<file path="src/rtl/vkc_pkg.sv">
// Purpose: Shared constants and state type of the video key control processor.
// Assumes: 10-bit full-range luma, black at 0 and white at all ones.
// Notes: The state record is the whole register set of the keyer module.
package vkc_pkg;

	// ----------------------------------------
	// Widths and levels
	// ----------------------------------------
	localparam int W = 10;
	localparam int OPW = 11;
	localparam int RW = 21;
	localparam int LINE_N = 8;
	localparam int PIPE_N = 5;
	localparam logic [W-1:0] MAXV = 10'h3FF;
	localparam logic [W-1:0] MASK_THR = 10'h200;
	localparam logic [OPW-1:0] OPAC_FULL = 11'h400;
	localparam logic [RW-1:0] RECIP_ONE = 21'h100000;
	localparam logic [11:0] SS_THREE = 12'hBFD;
	localparam logic [2:0] CENTER = 3'h4;
	localparam logic [3:0] LAST_TAP = 4'h7;
	localparam int LATENCY = 11;

	// ----------------------------------------
	// Modes
	// ----------------------------------------
	typedef enum logic {
		MODE_CLIP_GAIN = 1'b0,
		MODE_HI_LO = 1'b1
	} vkc_mode_e;

	typedef enum logic {
		MSRC_WIPE = 1'b0,
		MSRC_VIDEO = 1'b1
	} vkc_msrc_e;

	// ----------------------------------------
	// State record
	// ----------------------------------------
	typedef struct packed {
		logic [W-1:0] p_clip;
		logic [W-1:0] p_gain;
		logic [W-1:0] p_upper;
		logic [W-1:0] p_lower;
		logic [RW-1:0] p_recip;
		logic [LINE_N-1:0][W-1:0] cut_l;
		logic [LINE_N-1:0][W-1:0] bg_l;
		logic [LINE_N-1:0][W-1:0] fill_l;
		logic [LINE_N-1:0] v_l;
		logic [LINE_N-1:0] inh_l;
		logic [LINE_N-1:0] frc_l;
		logic [PIPE_N-1:0][W-1:0] bg_d;
		logic [PIPE_N-1:0][W-1:0] fill_d;
		logic [PIPE_N-1:0] v_d;
		logic [PIPE_N-1:0] inh_d;
		logic [PIPE_N-1:0] frc_d;
		logic [W-1:0] s1_cut;
		logic [W-1:0] s2_k;
		logic [W-1:0] s3_k;
		logic [W-1:0] s4_k;
		logic [W-1:0] s5_k;
		logic [RW-1:0] s5_bg;
		logic [RW-1:0] s5_fill;
		logic [W-1:0] video;
		logic [W-1:0] show;
		logic out_v;
	} vkc_state_s;

	localparam vkc_state_s ST_RST = '0;

endpackage : vkc_pkg

</file>
<file path="src/rtl/vkc_keyer.sv">
// Purpose: Per-pixel luminance/linear keyer: cut to key control, shaping, mix.
// Assumes: One pixel per sys_clk; all video and controls come from sys_clk logic.
// Notes: Fixed latency of LATENCY cycles from pixel inputs to video_out and show_key_out.
`timescale 1ns/1ps

module vkc_keyer (
	input wire logic sys_clk,
	input wire logic rst_n,
	input wire logic in_valid,
	input wire logic [vkc_pkg::W-1:0] bg_in,
	input wire logic [vkc_pkg::W-1:0] cut_in,
	input wire logic [vkc_pkg::W-1:0] fill_in,
	input wire logic [vkc_pkg::W-1:0] mask_video_in,
	input wire logic wipe_in,
	input wire vkc_pkg::vkc_mode_e adj_mode,
	input wire logic [vkc_pkg::W-1:0] clip_in,
	input wire logic [vkc_pkg::W-1:0] gain_in,
	input wire logic [vkc_pkg::W-1:0] upper_threshold,
	input wire logic [vkc_pkg::W-1:0] lower_threshold,
	input wire logic s_shape_en,
	input wire logic invert_en,
	input wire logic inhibit_en,
	input wire vkc_pkg::vkc_msrc_e inhibit_src,
	input wire logic force_en,
	input wire vkc_pkg::vkc_msrc_e force_src,
	input wire logic [vkc_pkg::OPW-1:0] opacity_in,
	input wire logic signed [2:0] key_offset,
	input wire logic [1:0] key_size,
	input wire logic core_en,
	input wire logic [vkc_pkg::W-1:0] core_level,
	output logic out_valid,
	output logic [vkc_pkg::W-1:0] video_out,
	output logic [vkc_pkg::W-1:0] show_key_out,
	output logic [vkc_pkg::W-1:0] clip_out,
	output logic [vkc_pkg::W-1:0] gain_out,
	output logic [vkc_pkg::W-1:0] upper_out,
	output logic [vkc_pkg::W-1:0] lower_out
);
	import vkc_pkg::*;

	vkc_state_s st;
	vkc_state_s next_st;

	// ----------------------------------------
	// Combinational scratch
	// ----------------------------------------
	logic [W:0] sum_hi;
	logic [W-1:0] half_gain;
	logic [W-1:0] hi_v;
	logic [W-1:0] lo_v;
	logic [W-1:0] span;
	logic [3:0] tap;
	logic [3:0] tj;
	logic [W-1:0] cut_min;
	logic [W-1:0] d_cut;
	logic [30:0] slope_p;
	logic [2*W-1:0] sq;
	logic [11:0] s_fac;
	logic [21:0] s_p;
	logic [W-1:0] k_m;
	logic [OPW-1:0] op;
	logic [RW-1:0] op_p;
	logic [W:0] kk;
	logic [RW-1:0] fill_p;
	logic [RW:0] mix;
	logic msk_v;

	always_comb begin
		next_st = st;
		sum_hi = '0;
		hi_v = '0;
		lo_v = '0;
		tj = '0;

		// ----------------------------------------
		// Threshold parameters
		// ----------------------------------------
		half_gain = gain_in >> 1;
		if (adj_mode == MODE_CLIP_GAIN) begin
			// Clip and gain stand as set; thresholds follow from them
			next_st.p_clip = clip_in;
			next_st.p_gain = gain_in;
			sum_hi = {1'b0, clip_in} + {1'b0, half_gain};
			next_st.p_upper = sum_hi[W] ? MAXV : sum_hi[W-1:0];
			next_st.p_lower = (clip_in > half_gain) ? clip_in - half_gain : '0;
		end else begin
			// Upper threshold from the larger input, lower from the smaller; clip and gain derived
			hi_v = (upper_threshold >= lower_threshold) ? upper_threshold : lower_threshold;
			lo_v = (upper_threshold >= lower_threshold) ? lower_threshold : upper_threshold;
			next_st.p_upper = hi_v;
			next_st.p_lower = lo_v;
			next_st.p_gain = hi_v - lo_v;
			sum_hi = {1'b0, hi_v} + {1'b0, lo_v};
			next_st.p_clip = sum_hi[W:1];
		end
		// Reciprocal of the edge width, so pixels need only a multiply
		span = st.p_upper - st.p_lower;
		next_st.p_recip = (span == '0) ? RECIP_ONE : RECIP_ONE / {11'h000, span};

		// ----------------------------------------
		// Input lines: cut offset and narrowing
		// ----------------------------------------
		next_st.cut_l = {st.cut_l[LINE_N-2:0], cut_in};
		next_st.bg_l = {st.bg_l[LINE_N-2:0], bg_in};
		next_st.fill_l = {st.fill_l[LINE_N-2:0], fill_in};
		next_st.v_l = {st.v_l[LINE_N-2:0], in_valid};
		msk_v = (mask_video_in >= MASK_THR);
		next_st.inh_l = {st.inh_l[LINE_N-2:0], inhibit_en & ((inhibit_src == MSRC_WIPE) ? wipe_in : msk_v)};
		next_st.frc_l = {st.frc_l[LINE_N-2:0], force_en & ((force_src == MSRC_WIPE) ? wipe_in : msk_v)};

		// Cut tap moves around the fixed fill tap
		tap = {1'b0, CENTER} - {key_offset[2], key_offset};
		// Offset -4 would point past the oldest tap; hold it at the end
		if (tap > LAST_TAP) begin
			tap = LAST_TAP;
		end
		cut_min = st.cut_l[tap[2:0]];
		// Minimum over a short window erodes bright cut edges
		for (int j = 1; j < 4; j++) begin
			tj = tap + 4'(j);
			if (2'(j) <= key_size && tj <= LAST_TAP && st.cut_l[tj[2:0]] < cut_min) begin
				cut_min = st.cut_l[tj[2:0]];
			end
		end

		// ----------------------------------------
		// Sample alignment through every stage
		// ----------------------------------------
		next_st.bg_d = {st.bg_d[PIPE_N-2:0], st.bg_l[CENTER]};
		next_st.fill_d = {st.fill_d[PIPE_N-2:0], st.fill_l[CENTER]};
		next_st.v_d = {st.v_d[PIPE_N-2:0], st.v_l[CENTER]};
		next_st.inh_d = {st.inh_d[PIPE_N-2:0], st.inh_l[CENTER]};
		next_st.frc_d = {st.frc_d[PIPE_N-2:0], st.frc_l[CENTER]};
		next_st.s1_cut = cut_min;

		// ----------------------------------------
		// Stage 2: linear key control
		// ----------------------------------------
		// Equal thresholds never reach the slope branch: hard edge
		d_cut = st.s1_cut - st.p_lower;
		slope_p = 31'(d_cut) * 31'(st.p_recip);
		if (st.s1_cut >= st.p_upper) begin
			next_st.s2_k = MAXV;
		end else if (st.s1_cut <= st.p_lower) begin
			next_st.s2_k = '0;
		end else begin
			next_st.s2_k = (slope_p[30:20] != '0) ? MAXV : slope_p[19:10];
		end

		// ----------------------------------------
		// Stage 3: S-curve, 3x^2 - 2x^3
		// ----------------------------------------
		sq = st.s2_k * st.s2_k;
		s_fac = SS_THREE - {1'b0, st.s2_k, 1'b0};
		s_p = 22'(sq[2*W-1:W]) * 22'(s_fac);
		if (!s_shape_en || st.s2_k == MAXV) begin
			// Bypass for linear keys; full opacity pinned so thresholds stay
			next_st.s3_k = st.s2_k;
		end else begin
			next_st.s3_k = (s_p[21:20] != '0) ? MAXV : s_p[19:10];
		end

		// ----------------------------------------
		// Stage 4: invert, masks, opacity
		// ----------------------------------------
		k_m = invert_en ? MAXV - st.s3_k : st.s3_k;
		if (st.frc_d[2]) begin
			k_m = MAXV;
		end
		// Keep-out wins over always-key where both are set
		if (st.inh_d[2]) begin
			k_m = '0;
		end
		op = (opacity_in > OPAC_FULL) ? OPAC_FULL : opacity_in;
		op_p = RW'(k_m) * RW'(op);
		next_st.s4_k = op_p[19:10];

		// ----------------------------------------
		// Stage 5: shape fill, cut hole, coring
		// ----------------------------------------
		// Lift 1023 to 1024 so a full key leaves no background leak
		kk = {1'b0, st.s4_k} + {10'h000, st.s4_k[W-1]};
		fill_p = RW'(st.fill_d[3]) * RW'(kk);
		next_st.s5_bg = RW'(st.bg_d[3]) * RW'(11'h400 - kk);
		if (core_en && fill_p[19:10] < core_level) begin
			next_st.s5_fill = '0;
		end else begin
			next_st.s5_fill = fill_p;
		end
		next_st.s5_k = st.s4_k;

		// ----------------------------------------
		// Stage 6: sum and outputs
		// ----------------------------------------
		mix = {1'b0, st.s5_bg} + {1'b0, st.s5_fill};
		next_st.video = (mix[RW:20] != '0) ? MAXV : mix[19:10];
		next_st.show = st.s5_k;
		next_st.out_v = st.v_d[4];
	end

	always_ff @(posedge sys_clk or negedge rst_n) begin
		if (!rst_n) begin
			st <= ST_RST;
		end else begin
			st <= next_st;
		end
	end

	assign out_valid = st.out_v;
	assign video_out = st.video;
	assign show_key_out = st.show;
	assign clip_out = st.p_clip;
	assign gain_out = st.p_gain;
	assign upper_out = st.p_upper;
	assign lower_out = st.p_lower;
endmodule : vkc_keyer

</file>
<file path="config.mk">
export PLATFORM = sky130hd
export DESIGN_NAME = vkc_keyer
export DESIGN_NICKNAME = d
export VERILOG_FILES = /design/src/rtl/vkc_pkg.sv /design/src/rtl/vkc_keyer.sv
export SDC_FILE = /design/constraint.sdc
export NUM_CORES = 2
export LEC_CHECK = 0
export ABC_AREA = 1
export BUFFER_PORTS_ARGS = -buffer_cell sky130_fd_sc_hd__buf_4
export CAP_MARGIN = 10
export CORE_UTILIZATION = 35
export DETAILED_ROUTE_END_ITERATION = 8
export PLACE_DENSITY = 0.53
export SLEW_MARGIN = 10
export SYNTH_ARGS = -nofsm -noshare
export SYNTH_HDL_FRONTEND = slang
export SYNTH_SLANG_ARGS = --single-unit
</file>
<file path="constraint.sdc">
create_clock -name sys_clk -period 52.2 [get_ports sys_clk]
set_input_delay 15.66 -clock sys_clk [delete_from_list [all_inputs] [get_ports sys_clk]]
set_output_delay 15.66 -clock sys_clk [all_outputs]
set_load 0.005 [all_outputs]
</file>
# Word level (Yosys, flattened, before mapping)
# Cells that the tools add are included.
# Widths: inputs -> output; s select.
# totals
regBits	460
out_inout_bits	61
wordCells	137
in_bits	118
# classes
n_eq_ne	1
muxes	31
div	1
add_sub_neg	15
n_bitwise	2
n_reduce_logical	13
n_lt_le_gt_ge	21
mul	6
# ops
op	n
$mux 10	20
$bmux 10 s3	4
$mux 21	2
$lt 10x10->1	4
$mux 40	1
$mul 10x21->31	1
$sub 10x10->10	3
$add 21x21->22	1
$mul 10x12->22	1
$div 21x10->21 const A	1
$mul 10x11->21	1
$mul 11x12->21	1
$ge 10x10->1	2
$mul 10x10->20	1
$mul 10x11->20	1
$lt 3x4->1 const B	4
$le 4x3->1 const B	3
$sub 11x11->12 const A	1
$sub 12x11->12 const A	1
$add 10x1->11	1
$add 10x10->11	1
$add 10x9->11	1
$gt 11x11->1 const B	1
$mux 11	1
other kinds (21)	32

# Longest topological paths before layout
# logic_depth
word_depth	15
mapped_depth	284
ltp_nobuf	267

# Least setup slack after synthesis
# OpenSTA, ideal clock, no wires.
# synth_timing
path_kind	reg2reg
start	register st (netlist bit upper_out[2])
end	register st[492] (netlist name)
arrival_time_ns	36.011
setup_slack_ns	16.043
stages_incl_launch_ff	266
setup_ns	0.146
t_required_ns	52.054
path_buffers	20
synth_period_minus_slack_ns	36.157
cell_sequence	dfrtp_1 ha_1 buf_2 a21oi_1 nand2_1 xor2_1 nand2_1 nor2_1 nand3_2 ha_1 a21oi_1 nor2_2 nand3_1 nand2_1 nand2_1 ha_1 a21oi_1 nor3_1 [230 not listed] nor2_4 nand3_4 buf_6 nand2_1 inv_1 ha_1 a211oi_1 o21bai_1 a21oi_1 nor2_1 nor2_1 o221ai_1 a21oi_1 nand2_1 nor2_1 nand3_1 nor2_1 nor2_1
# synth_lines
element	line_no	source
start, declared	vkc_keyer.sv:41	vkc_state_s st;
start signal, assigned	vkc_keyer.sv:205	st <= next_st;

==> impl_results.md <==
- Ranking of synthesized cells by area: dfrtp_1 (22%), fa_1 (20%), ha_1 (14%)
- Pre-CTS setup slack: around 9300 ps
- WL final: 131600 um
- Worst EP required: 52630 ps
- XOR/XNOR Fraction of Synth Area: 4.510%
- R2R depth: approximately 260
- Horiz. Die Dim: 390.5 um
- Most common cell after layout, fill and taps aside: nand2_1
- Total gr overflow: 0
- Clock sink count: 460
- Most frequent cells in the layout: nand2_1 (1329), inv_1 (1192), nor2_1 (603)
- FF-to-FF setup slack: roughly 9100 ps
- TritonCTS clock tree: done
- CTS Buf Count: between 40 and 50
- Min Tclk post-route: 43070 ps
- Crit-path max FO: 21
- Async set or reset register ratio after synthesis: between 90% and 100%
- Total number of vias: between 40k and 50k
- FILL cells: 15.35k
- Critical Setup Path Class: register to register
- Hold Path End: next_st[153]
- # Post-CTS Setup Buffers: 0
- Vias in the first global route: roughly 42k
- Mux cell area share after synthesis: less than 1%
- CTS root buffer: clkbuf_16
- Hold_sp: next_st[143]
- Setup violators final: 0
- Area leader, netlist: dfrtp_1
- Starting Density: about a third
- WL per Instance: around 15 um
- Reg2reg start: lower_out[0]
- Clock transition at path regs: 60 ps
- First-pass GRT wire length: 216200 um
- CTS Hold Buffers Added: 0
- Iter 0 DRT Violations: 2239
- ANT nets after route: 0
- Most used DFF post-synth: dfrtp_1
- Ports: 179
- Setup ws final: 9127 ps
- Layout cells sized above 1: approximately 7.4%
- R2r endpoint: st[492]
- Worst Setup End Kind: register
- YS warnings: 0
- Slew HR: 21.81%
- Worst hold path class: register to register
- Avg Cell Area, Syn: about 8 um^2
- Syn_nets: about 7.8k
- PostCTS Resize Cnt: 0
- Count of unique library cells instantiated by Yosys: 73
- Setup TNS: 0 ps
- GPL Wtd Cong: 0.8684
- Critical path's slowest cell: a21oi_2
- Worst skew pair latency: 630 ps
- Post-synthesis cell area: 0.05282 mm^2
- Final #Nets: 7898
- DP Wirelength: ~110000 um
- Unrepaired setup endpoints after global routing: false
- Sequential share of the synthesized area: 21.79%
- Adder-Cell Fraction of Synth Area: ~34%
- Design area: 0.05763 mm^2
- # rows: approximately 140
- Max-slew violations: 0
- Drt pass-1 iters: 5
- Port bufs: between 150 and 200
- Post-synth top area share: between 20% and 30%
- H-tree depth: 2
- DRC Markers: 0
- Element type at the critical path start: register
- Hold path cells: 0
- Critical path's most frequent cell: nand2_1
- Post-synthesis compound-gate area fraction: 9.403%
- Period Utilization, post-route: 82.52%
- Cells after synthesis: 6613
- Antenna violations before repair: 5
- Status: complete, no violations
- Worst endpoint data arrival time: 43510 ps
- Syn-to-layout area delta: 9.100%
- Largest family of logic cells by synthesized area: adder cells
- Post-DR vias/cell: 4.749
- Fmax: between 20 and 25 MHz
- Die footprint: about 0.15 mm^2
- MaxCap Viol Count: 0
- Placed inst area: 0.05583 mm^2
- Clk buf depth: 3
- Clock Skew: approximately 62 ps
- Yosys reg bits: between 400 and 500
- Core Box Area: 0.1498 mm^2
- Endpoints failing hold: 0
- Post-Synth Simple-Gate Area: 19.37%
- Worst-margin pin slew: 1172 ps
- Total GRT Usage: 17.47%
- Worst path max stage delay: 730 ps
- Die Ht: 390.5 um
- Largest net degree at the start of global routing: 122
- Post-synth EDFFs: 0
[worst max-delay path, delay by kind of cell, from the launching register on]
kind,cells,cell delay (ps)
AOI/OAI and AO/OA,84,14810
and+or+nand+nor,116,15050
adders and majority gates,22,7520
DFF,1,560
buffers and inverters,33,4880
[sequential cells by signal, summed over array words and instances (netlist names)]
signal	count
next_st	296
st	103
clip_out	10
gain_out	10
lower_out	10
show_key_out	10
upper_out	10
video_out	10
out_valid	1
[metrics by stage]
step | util [%] | cells | hold slack [ps]
finish | 38.48 | 8721 | 310.4
CTS | 38.47 | 8718 | 306.2
detailed placement | 37.28 | 8627 | 334.7
global placement | 37.28 | 8627 | 331.9
global route | 38.48 | 8719 | 324.5
floorplan | - | 6613 | 331.2
[how the worst max path moves through the flow]
stage | from | end | depth (start not counted)
after floorplan | upper_out[2] | st[492] | 265
final | lower_out[0] | st[492] | 255
after global routing | upper_out[0] | st[492] | 258
after detailed placement | lower_out[0] | st[492] | 255
after global placement | lower_out[0] | st[492] | 253
after CTS | lower_out[0] | st[492] | 255
[synth_stat cells, types with 24 or more instances]
library cell	instances
clkinv_1	29
ha_1	599
fa_1	519
a21oi_1	288
dfrtp_1	460
nand4_1	49
nor2_1	605
inv_1	1193
nand3_1	206
xnor2_1	96
inv_2	24
clkbuf_1	123
nand2_2	42
buf_4	66
nor3_1	24
o21ai_0	418
o21bai_1	45
nand2_1	1329
or2_2	42
xor2_1	176
[logic make-up after synthesis]
group	count (synthesis)
simple gates	2405
compound gates	896
mux	5
xor+xnor	272
flops	460
fa+ha+maj	1118
buf+inv	1457
[layout make-up]
class	instances	area, um^2	area share (%)
Sequential cell	460	11510	19.97
Clock buffer	56	1303	2.260
Inverter	1250	4700	8.154
Multi-Input combinational cell	4696	35550	61.69
Clock inverter	35	488.0	0.8467
Timing Repair Buffer	205	1546	2.683
Tap cell	2016	2522	4.377
Antenna cell	3	7.507	0.01303
[per-layer routing]
| layer | routed length, um | global-route usage [%] | up-vias | share of wire, % |
|---|---|---|---|---|
| met5 | 13 | 0 | - | 0.0099 |
| met4 | 2658 | 3.971 | 2 | 2.0 |
| met3 | 4928 | 1.865 | 144 | 3.7 |
| met2 | 61970 | 29.45 | 688 | 47 |
| met1 | 62000 | 23.96 | 19920 | 47 |
| li1 | - | - | 20670 | - |
Power is left out: the tool's default activity adds up to more than one toggle a clock period on the data nets, which glitch-free logic cannot reach.
